$ cat config.mk
export PLATFORM = sky130hd
export DESIGN_NAME = rfss_top
export DESIGN_NICKNAME = d
export VERILOG_FILES = /design/src/logic/rfss_pkg.sv /design/src/logic/rfss_top.sv
export SDC_FILE = /design/constraint.sdc
export NUM_CORES = 1
export LEC_CHECK = 0
export ABC_CLOCK_PERIOD_IN_PS = 2200
export BUFFER_PORTS_ARGS = -buffer_cell sky130_fd_sc_hd__buf_2
export CAP_MARGIN = 10
export CORE_AREA = 4 4 87 89
export DETAILED_ROUTE_END_ITERATION = 6
export DIE_AREA = 0 0 91 93
export MAX_ROUTING_LAYER = met4
export PLACE_DENSITY = 0.83
export SETUP_SLACK_MARGIN = 0.02
export SLEW_MARGIN = 10
export SYNTH_ARGS = -nofsm -noshare
export SYNTH_HDL_FRONTEND = slang
export SYNTH_SLANG_ARGS = --single-unit
$ cat constraint.sdc
create_clock -name ref_clk -period 2.2 [get_ports ref_clk]
set_input_delay 0.22 -clock ref_clk [delete_from_list [all_inputs] [get_ports ref_clk]]
set_output_delay 0.22 -clock ref_clk [all_outputs]
set_load 0.05 [all_outputs]
$ cat src/logic/rfss_pkg.sv
// Constants for the reset filter and startup sequencer
// Function
// - Reset pin low pulses under 5us ignored, over 9us full reset, between may start.
// - Spike rejection keeps working while a valid reset is held low.
// - Reset in sleep-out runs blanking up to 120 ms; in sleep-in stays blank.
// - After the reset period every setting returns to its reset default; here sleep_state_r is held at it only in HOLD, then follows sleep_in.
// - System clock comes from an internal 100 MHz oscillator, not observable outside.
package rfss_pkg;

    // ----------------------------------------
    // Timing
    // ----------------------------------------
    localparam int CLK_HZ          = 100_000_000;
    localparam int REJECT_NS       = 5_000;
    localparam int ACCEPT_NS       = 9_000;
    localparam int CMD_WAIT_MS     = 10;
    localparam int SLEEP_EXIT_WAIT_MS = 120;
    localparam int BLANK_MAX_MS    = 120;
    localparam int GLITCH_NS       = 1_000;
    // Least ns times round up; the ms waits truncate cycles per ms
    localparam int REJECT_CYC  = (REJECT_NS * (CLK_HZ / 1_000_000) + 999) / 1000;
    localparam int ACCEPT_CYC  = (ACCEPT_NS * (CLK_HZ / 1_000_000) + 999) / 1000;
    localparam int GLITCH_CYC  = (GLITCH_NS * (CLK_HZ / 1_000_000) + 999) / 1000;
    localparam int CMD_WAIT_CYC    = CMD_WAIT_MS * (CLK_HZ / 1000);
    localparam int SLEEP_EXIT_WAIT_CYC = SLEEP_EXIT_WAIT_MS * (CLK_HZ / 1000);
    // Longest time rounds down
    localparam int BLANK_MAX_CYC   = BLANK_MAX_MS * (CLK_HZ / 1000);

    localparam logic SLEEP_RST_VAL = 1'b1;

    typedef enum logic [1:0] {
        RFSS_RUN   = 2'b00,
        RFSS_HOLD  = 2'b01,
        RFSS_BLANK = 2'b10,
        RFSS_WAIT  = 2'b11
    } rfss_state_type;

endpackage

$ cat src/logic/rfss_top.sv
// Reset pin filter, blanking and post-reset wait sequencer
`timescale 1ns/1ns
module rfss_top
    import rfss_pkg::*;
#(
    parameter int BLANK_CYC      = BLANK_MAX_CYC,
    parameter int CMD_CYC        = CMD_WAIT_CYC,
    parameter int SLEEP_EXIT_CYC = SLEEP_EXIT_WAIT_CYC,
    parameter int CW             = 24
) (
    input  wire logic ref_clk,
    input  wire logic rst,
    input  wire logic hw_reset_n,
    input  wire logic sleep_in,
    input  wire logic blank_done,
    output logic      core_reset_r,
    output logic      blank_r,
    output logic      blank_seq_r,
    output logic      cmd_ready_r,
    output logic      sleep_exit_ok_r,
    output logic      sleep_state_r
);

    // ----------------------------------------
    // Pin synchroniser
    // ----------------------------------------
    // Three stages; a level counts once stages two and three agree
    logic [2:0] sync_r;
    logic       pin_low_r;
    always_ff @(posedge ref_clk or posedge rst) begin
        if (rst) begin
            sync_r    <= 3'h7;
            pin_low_r <= 1'b0;
        end else begin
            sync_r <= {sync_r[1:0], hw_reset_n};
            if (sync_r[1] == sync_r[2]) begin
                pin_low_r <= ~sync_r[2];
            end
        end
    end

    // ----------------------------------------
    // Pulse width classifier
    // ----------------------------------------
    // Counts low time; during a held reset, a high blip shorter than the
    // glitch window is ignored so the reset stays in force
    logic [15:0] low_cnt_r;
    logic [15:0] high_cnt_r;
    logic        accepted_r;
    logic        start_r;
    always_ff @(posedge ref_clk or posedge rst) begin
        if (rst) begin
            low_cnt_r  <= 16'h0000;
            high_cnt_r <= 16'h0000;
            accepted_r <= 1'b0;
            start_r    <= 1'b0;
        end else begin
            start_r <= 1'b0;
            if (pin_low_r) begin
                high_cnt_r <= 16'h0000;
                if (low_cnt_r != 16'hFFFF) begin
                    low_cnt_r <= low_cnt_r + 16'h0001;
                end
                // A full reset starts once the low time reaches the reject limit; the accept limit plays no part here
                if (!accepted_r && low_cnt_r == 16'(REJECT_CYC - 1)) begin
                    accepted_r <= 1'b1;
                    start_r    <= 1'b1;
                end
            end else if (accepted_r && high_cnt_r < 16'(GLITCH_CYC - 1)) begin
                high_cnt_r <= high_cnt_r + 16'h0001;
            end else begin
                low_cnt_r  <= 16'h0000;
                high_cnt_r <= 16'h0000;
                accepted_r <= 1'b0;
            end
        end
    end

    // ----------------------------------------
    // Sequencer
    // ----------------------------------------
    rfss_state_type state_r;
    logic [CW-1:0]  tmr_r;
    always_ff @(posedge ref_clk or posedge rst) begin
        if (rst) begin
            state_r     <= RFSS_WAIT;
            tmr_r       <= '0;
            blank_seq_r <= 1'b0;
        end else if (start_r) begin
            state_r     <= RFSS_HOLD;
            tmr_r       <= '0;
            // Only a panel that is lit needs the blanking run
            blank_seq_r <= ~sleep_state_r;
        end else begin
            unique case (state_r)
                RFSS_RUN: begin
                    tmr_r <= tmr_r;
                end
                RFSS_HOLD: begin
                    // Saturate one short of the limit: a long hold ends blanking at once
                    if (blank_seq_r && tmr_r != CW'(BLANK_CYC - 1)) begin
                        tmr_r <= tmr_r + 1'b1;
                    end
                    if (!accepted_r) begin
                        state_r <= blank_seq_r ? RFSS_BLANK : RFSS_WAIT;
                    end
                end
                RFSS_BLANK: begin
                    // Bounded even if the panel never reports done
                    if (blank_done || tmr_r >= CW'(BLANK_CYC - 1)) begin
                        state_r     <= RFSS_WAIT;
                        blank_seq_r <= 1'b0;
                        tmr_r       <= '0;
                    end else begin
                        tmr_r <= tmr_r + 1'b1;
                    end
                end
                RFSS_WAIT: begin
                    blank_seq_r <= 1'b0;
                    if (tmr_r == CW'(SLEEP_EXIT_CYC - 1)) begin
                        state_r <= RFSS_RUN;
                    end else begin
                        tmr_r <= tmr_r + 1'b1;
                    end
                end
            endcase
        end
    end

    // ----------------------------------------
    // Outputs
    // ----------------------------------------
    always_ff @(posedge ref_clk or posedge rst) begin
        if (rst) begin
            core_reset_r    <= 1'b1;
            blank_r         <= 1'b1;
            cmd_ready_r     <= 1'b0;
            sleep_exit_ok_r <= 1'b0;
            sleep_state_r   <= SLEEP_RST_VAL;
        end else begin
            core_reset_r    <= (state_r == RFSS_HOLD) || (state_r == RFSS_BLANK);
            blank_r         <= (state_r != RFSS_RUN) || sleep_in;
            cmd_ready_r     <= (state_r == RFSS_RUN)
                               || (state_r == RFSS_WAIT && tmr_r >= CW'(CMD_CYC - 1));
            sleep_exit_ok_r <= (state_r == RFSS_RUN);
            // Settings fall back to default (sleep-in) while reset is applied
            if (state_r == RFSS_HOLD) begin
                sleep_state_r <= SLEEP_RST_VAL;
            end else begin
                sleep_state_r <= sleep_in;
            end
        end
    end

    // ----------------------------------------
    // Check helpers
    // ----------------------------------------
    // Cycles since the core reset last dropped; the host waits are measured
    // from here, which already trails the pin release by the glitch window
    logic [CW-1:0] quiet_cnt_r;
    always_ff @(posedge ref_clk or posedge rst) begin
        if (rst) begin
            quiet_cnt_r <= '0;
        end else if (core_reset_r) begin
            quiet_cnt_r <= '0;
        end else if (quiet_cnt_r != '1) begin
            quiet_cnt_r <= quiet_cnt_r + 1'b1;
        end
    end

    // ----------------------------------------
    // Checks
    // ----------------------------------------
    chk_short_reject: assert property (@(posedge ref_clk) disable iff (rst)
        !accepted_r && low_cnt_r < 16'(REJECT_CYC - 1) |=> !accepted_r)
        else $error("short low pulse accepted");
    chk_full_reset: assert property (@(posedge ref_clk) disable iff (rst)
        pin_low_r && low_cnt_r == 16'(ACCEPT_CYC) |-> accepted_r)
        else $error("long low pulse not accepted");
    chk_reject_clear: assert property (@(posedge ref_clk) disable iff (rst)
        !pin_low_r && !accepted_r |=> low_cnt_r == 16'h0000)
        else $error("rejected pulse left count behind");
    chk_accept_time: assert property (@(posedge ref_clk) disable iff (rst)
        $rose(accepted_r) |-> low_cnt_r == 16'(REJECT_CYC))
        else $error("reset accepted at wrong width");
    chk_spike_hold: assert property (@(posedge ref_clk) disable iff (rst)
        accepted_r && !pin_low_r && high_cnt_r < 16'(GLITCH_CYC - 1) |=> accepted_r)
        else $error("spike broke held reset");
    chk_blank_sel: assert property (@(posedge ref_clk) disable iff (rst)
        start_r |=> blank_seq_r == ~$past(sleep_state_r))
        else $error("blank sequence choice wrong");
    chk_blank_bound: assert property (@(posedge ref_clk) disable iff (rst)
        state_r == RFSS_BLANK |-> tmr_r < CW'(BLANK_CYC))
        else $error("blanking too long");
    chk_blank_done: assert property (@(posedge ref_clk) disable iff (rst)
        state_r == RFSS_BLANK && blank_done && !start_r |=> state_r == RFSS_WAIT)
        else $error("blanking not ended on done");
    chk_reset_core: assert property (@(posedge ref_clk) disable iff (rst)
        state_r == RFSS_HOLD |=> core_reset_r && blank_r)
        else $error("core not reset during hold");
    chk_default_sleep: assert property (@(posedge ref_clk) disable iff (rst)
        state_r == RFSS_HOLD |=> sleep_state_r == SLEEP_RST_VAL)
        else $error("settings not defaulted");
    chk_cmd_gate: assert property (@(posedge ref_clk) disable iff (rst)
        $rose(cmd_ready_r) |-> quiet_cnt_r >= CW'(CMD_CYC - 1))
        else $error("command ready early");
    chk_sleep_gate: assert property (@(posedge ref_clk) disable iff (rst)
        sleep_exit_ok_r |-> cmd_ready_r)
        else $error("sleep exit before command ready");
    chk_sleep_wait: assert property (@(posedge ref_clk) disable iff (rst)
        $rose(sleep_exit_ok_r) |-> quiet_cnt_r >= CW'(SLEEP_EXIT_CYC - 1))
        else $error("sleep exit allowed early");

    // ----------------------------------------
    // Coverage
    // ----------------------------------------
    cov_reset_start: cover property (@(posedge ref_clk) disable iff (rst) start_r);
    cov_blank_done: cover property (@(posedge ref_clk) disable iff (rst)
        state_r == RFSS_BLANK && blank_done);
    cov_blank_run: cover property (@(posedge ref_clk) disable iff (rst) state_r == RFSS_BLANK);
    cov_run_reached: cover property (@(posedge ref_clk) disable iff (rst) $rose(sleep_exit_ok_r));
    cov_spike: cover property (@(posedge ref_clk) disable iff (rst)
        accepted_r && !pin_low_r);

endmodule

== Word-level counts from Yosys, hierarchy flattened ==
Cells that the tools add are included.

* Register bits after elaboration: 70
* Input bits: 5
* Logic and storage cells: 82

* Add/sub/neg operators: 3
* Order comparisons: 3
* Equality and inequality tests: 17
* Mux-type cells: 25
* Bitwise logic cells: 2
* Reduce and logical (&&, ||, !) cells: 18

{| class="wikitable"
|+ Operators by type and width
! operator !! number
|-
| 24-bit 2-to-1 mux || 4
|-
| 16-bit 2-to-1 mux || 5
|-
| 24-bit case mux with 3 select lines || 1
|-
| 16-bit by 1-bit adder with 16-bit output, second input constant || 2
|-
| 24-bit by 1-bit adder with 24-bit output, second input constant || 1
|-
| 24-bit == test, second input constant || 1
|-
| 24-bit by 20-bit >= comparator with 1-bit output, second input constant || 1
|-
| 24-bit >= comparator, second input constant || 1
|-
| 24-bit != test, second input constant || 1
|-
| 16-bit by 9-bit == test with 1-bit output, second input constant || 1
|-
| 16-bit by 7-bit less-than comparator with 1-bit output, second input constant || 1
|-
| 16-bit != test, second input constant || 1
|-
| 3-bit != test, second input constant || 5
|-
| 1-bit 2-to-1 mux || 9
|-
| 2-bit 2-to-1 mux || 4
|-
| 2-bit case mux with 3 select lines || 1
|-
| 2-bit AND reduction || 3
|-
| 2-bit == test, second input constant || 2
|-
| 1-bit logical AND || 4
|-
| 1-bit logical OR || 4
|-
| 2-bit by 1-bit != test with 1-bit output, second input constant || 2
|-
| 2-bit != test, second input constant || 2
|-
| 4-bit AND reduction || 1
|-
| 4-bit nonzero test || 1
|-
| other kinds (9) || 10
|}

== Longest topological paths before layout ==
* Word-level depth: 5
* Mapped depth: 9
* Mapped depth without buffers: 7

== Worst setup path before layout ==
No wires, ideal clock.

* Path type: register -> register
* Start: register tmr_r[10]
* End: register tmr_r[10]
* Setup time: 0.149 ns
* Arrival: 2.212 ns
* Required time: 2.051 ns
* Slack: -0.161 ns
* Stages on the path, launching flop included: 8
* Cells stage by stage: dfrtp_1 or3_1 or4_4 or3_1 buf_6 a21boi_4 buf_8 a211oi_2

* Longest elaborated chain between the ends: 5
* Elaborated cells on any way between the ends: 14
* Classes of those cells: add/sub (1); order compare (1); eq/ne (4); mux (5); reduce/logical (3)

{| class="wikitable"
|+ Ends and longest elaborated chain
! item !! RTL line !! source
|-
| start: declaration || rfss_top.sv:83 || <nowiki>logic [CW-1:0] tmr_r;</nowiki>
|-
| start signal: assignment || rfss_top.sv:97 || <nowiki>tmr_r <= tmr_r;</nowiki>
|-
| start signal: assignment || rfss_top.sv:102 || <nowiki>tmr_r <= tmr_r + 1'b1;</nowiki>
|-
| start signal: assignment || rfss_top.sv:115 || <nowiki>tmr_r <= tmr_r + 1'b1;</nowiki>
|-
| 24-bit >= comparator || rfss_top.sv:110 || <nowiki>if (blank_done || tmr_r >= CW'(BLANK_CYC - 1)) begin</nowiki>
|-
| 1-bit logical OR || rfss_top.sv:110 ||
|-
| 24-bit 2-to-1 mux || rfss_top.sv:110 ||
|-
| 24-bit case mux with 3 select lines || rfss_top.sv:95 || <nowiki>unique case (state_r)</nowiki>
|-
| 24-bit 2-to-1 mux || rfss_top.sv:89 || <nowiki>end else if (start_r) begin</nowiki>
|}

Parallel ways exist; a longest one is shown, timed or not. The select of a mux whose other input is x is not followed.
A chain may end at the register's enable or synchronous reset.

== Final worst setup path ==
* Start: register tmr_r[13]
* End: register tmr_r[15]

Same word-level chain as after synthesis.

==> flow_summary.ini <==
[outcome]
outcome = complete, but fails checks
violations = negative setup slack

[timing]
fin_crit_sh_pct = 105.1
skew_ns = 0.01109
slew_viol_final = 0
min_period_ns = 2.312
setup_ws_ns = -0.1120
rsz0062_at_grt = yes
finalHoldViolations = 0
fmax_mhz = 432.5
setup_violations = 17

[floorplan]
initial_utilization_pct = 55.22
coreArea_um2 = 6756
dieHeight_um = 93
die-area_um2 = 8463
die_w_um = 91
row_count = 30
ios = 11

[hold_path]
min_path_type = input port to flip-flop
holdPathEnd = sleep_state_r
min_from = sleep_in
min_path_cells = 2

[cts]
insertion_delay_ns = 0.36
cts_buffers = 9
h-tree-depth = 3
cts_tree = done
clk_pin_slew_ns = 0.08
cts_sinks = 70
clockBufferDepth = 2
cts_root_buf = clkbuf_8

[setup_path]
r2r_end = tmr_r[15]
r2r_slack_ns = -0.11
cp_common_cell = or3_4
r2r-start = tmr_r[13]
cp-end-kind = flip-flop
rr_worst_depth = 6
critPathMaxStageDelay_ns = 0.47
arrival_ns = 2.54
cp-start-kind = flip-flop
path_buf_inv = 1
path_class = flip-flop to flip-flop
critPathMaxFanout = 5
critPathSlowestCell = or4_4
path_cells = or3_4 > or4_4 > or3_4 > buf_4 > a41oi_2 > o22ai_2
cp_top_family = simple AND/OR/NAND/NOR gates
cp.required_ns = 2.43

[synthesis]
ys_ff_latch = 70
async_reset_ff_share_pct = 100.0
yosys.area_share.simple_pct = 22.70
ys_warn_count = 0
postSynthCellCount = 378
ys_seq_area_share_pct = 47.22
synth_flop_cell = dfrtp_1
syn-cell-area_um2 = 3731
synthAdderAreaFrac_pct = 2.347
ys_types = 61
synth_top_family_by_area = simple AND/OR/NAND/NOR gates
synth-compound-area-share_pct = 20.15
synth-edff-count = 0
synthXorXnorAreaFrac_pct = 2.113
muxShareOfSynthArea_pct = 0.8048
synth_area_per_cell_um2 = 9.871

[layout]
layout_commonest_cell = dfrtp_1
layout_common_cells = 62 x dfrtp_1, 55 x buf_4, 29 x nor2_1
area.growth.synth_to_final_pct = 24.28
drive_gt1_share_pct = 29.35
final_cells = 540
diodes = 0
layout.nets = 467
n_fill_cell = 451

[detailed_routing]
drtIter0Drc = 351
drc = 0
ant_nets = 0
routed_wirelength_um = 9251
num_vias = 3444
wire_per_inst_um = 17.13
dr.pass1.iters = 5
viasPerCell = 6.378

[placement]
dp_hpwl_um = 5637
io_buffers = 10
gp_congestion = 0.9137
dp.cells = 512

[grt]
grt_max_degree = 71
overflow = 0
grt_usage_pct = 20.66
antenna_found_initial = 0
first_global_vias = 3114
grt_pass1_wl_um = 13870

[power_and_ir_drop]
finalPower_uw = 2536
p_leak_uw = 0.001984
vdd_drop_max_v = 0.0003336
p_per_area_nw_per_um2 = 546.9

[run]
cap_violations = 0
==> state kept, by name (all words and copies together), names as in the netlist, 2 cells and up <==
register    cells
tmr_r          24
high_cnt_r     16
sync_r          3
low_cnt_r      16
state_r         2
==> metrics by stage <==
step                      setup WS [ns]  setup TNS [ns]  area [µm²]  utilization (%)  hold slack (ns)
final                           -0.1120         -0.8622        4637            68.63          0.07123
after global placement          -0.1430          -1.733        4239            62.74           0.3242
after floorplan                -0.08468         -0.8446        3764                -           0.2245
after CTS                      -0.03562        -0.09001        4519            66.89          0.06544
after detailed placement        -0.2084          -2.403        4239            62.74           0.3272
after global routing            -0.1510          -1.996        4637            68.63          0.07565
==> cells in the mapped netlist (10+ instances only) <==
master     n  area share [%]
a211oi_2  10             3.4
clkbuf_1  10             1.0
dfrtp_1   62              42
inv_1     17             1.7
nand2_1   28             2.8
nand3_1   24             3.2
nand4_1   12             2.0
nor2_1    29             2.9
o21ai_0   18             2.4
o31ai_1   13             2.6
or3_1     12             2.0
or4_1     10             2.0
==> layer usage <==
| metal | GRT usage (%) | vias up | share of wire, % |
|---|---|---|---|
| li1 | - | 1578 | - |
| met1 | 25.89 | 1650 | 42 |
| met2 | 32.68 | 171 | 47 |
| met3 | 4.264 | 45 | 7.0 |
| met4 | 9.045 | 0 | 4.4 |
| met5 | - | - | 0 |
==> cell families (layout without fill, tap and decap cells) <==
group	Yosys count	count (layout)
AO/OA/AOI/OAI	97	97
XOR/XNOR	9	9
buffers and inverters	34	108
multiplexers	3	3
AND/OR/NAND/NOR	157	157
other	1	9
flip-flops	70	70
adder cells (fa/ha/maj)	7	7
==> what timing repair did <==
action | in CTS | in global routing
setup buffers | 4 | 4
gates resized for setup | 12 | 15
hold buffers | 2 | 0
pin swaps | 5 | 9
hold endpoints to repair | 63 | 0
cloned | 0 | 2
endpoints found under the setup margin | 24 | 31
==> report_power, final <==
| group | switching [µW] | internal, µW |
|---|---|---|
| clock | 571 | 436 |
| combinational | 88.6 | 63.1 |
| sequential | 46.8 | 1330 |
| total | 707 | 1830 |
==> worst max path at each step <==
stage / cells after the start / end / slack, ns / from
3_3_place_gp: 8 / tmr_r[10] / -0.14 / state_r[1]
6_report: 6 / tmr_r[15] / -0.11 / tmr_r[13]
4_1_cts: 6 / tmr_r[17] / -0.04 / tmr_r[13]
5_1_grt: 8 / tmr_r[11] / -0.15 / state_r[1]
2_1_floorplan: 7 / tmr_r[10] / -0.08 / tmr_r[13]
3_5_place_dp: 8 / tmr_r[10] / -0.21 / state_r[1]
==> cell type report <==
class                      instances  area (µm²)  area share (%)
clock buffer                       9       123.9           2.671
multi-input combinational        282        1924           41.50
inverter                          17       63.81           1.376
clock inverter                     7       65.06           1.403
timing repair buffer              75       598.1           12.90
sequential                        70        1762           37.99
tap                               80       100.1           2.159
No activity file was read; power rests on OpenSTA's default activity.
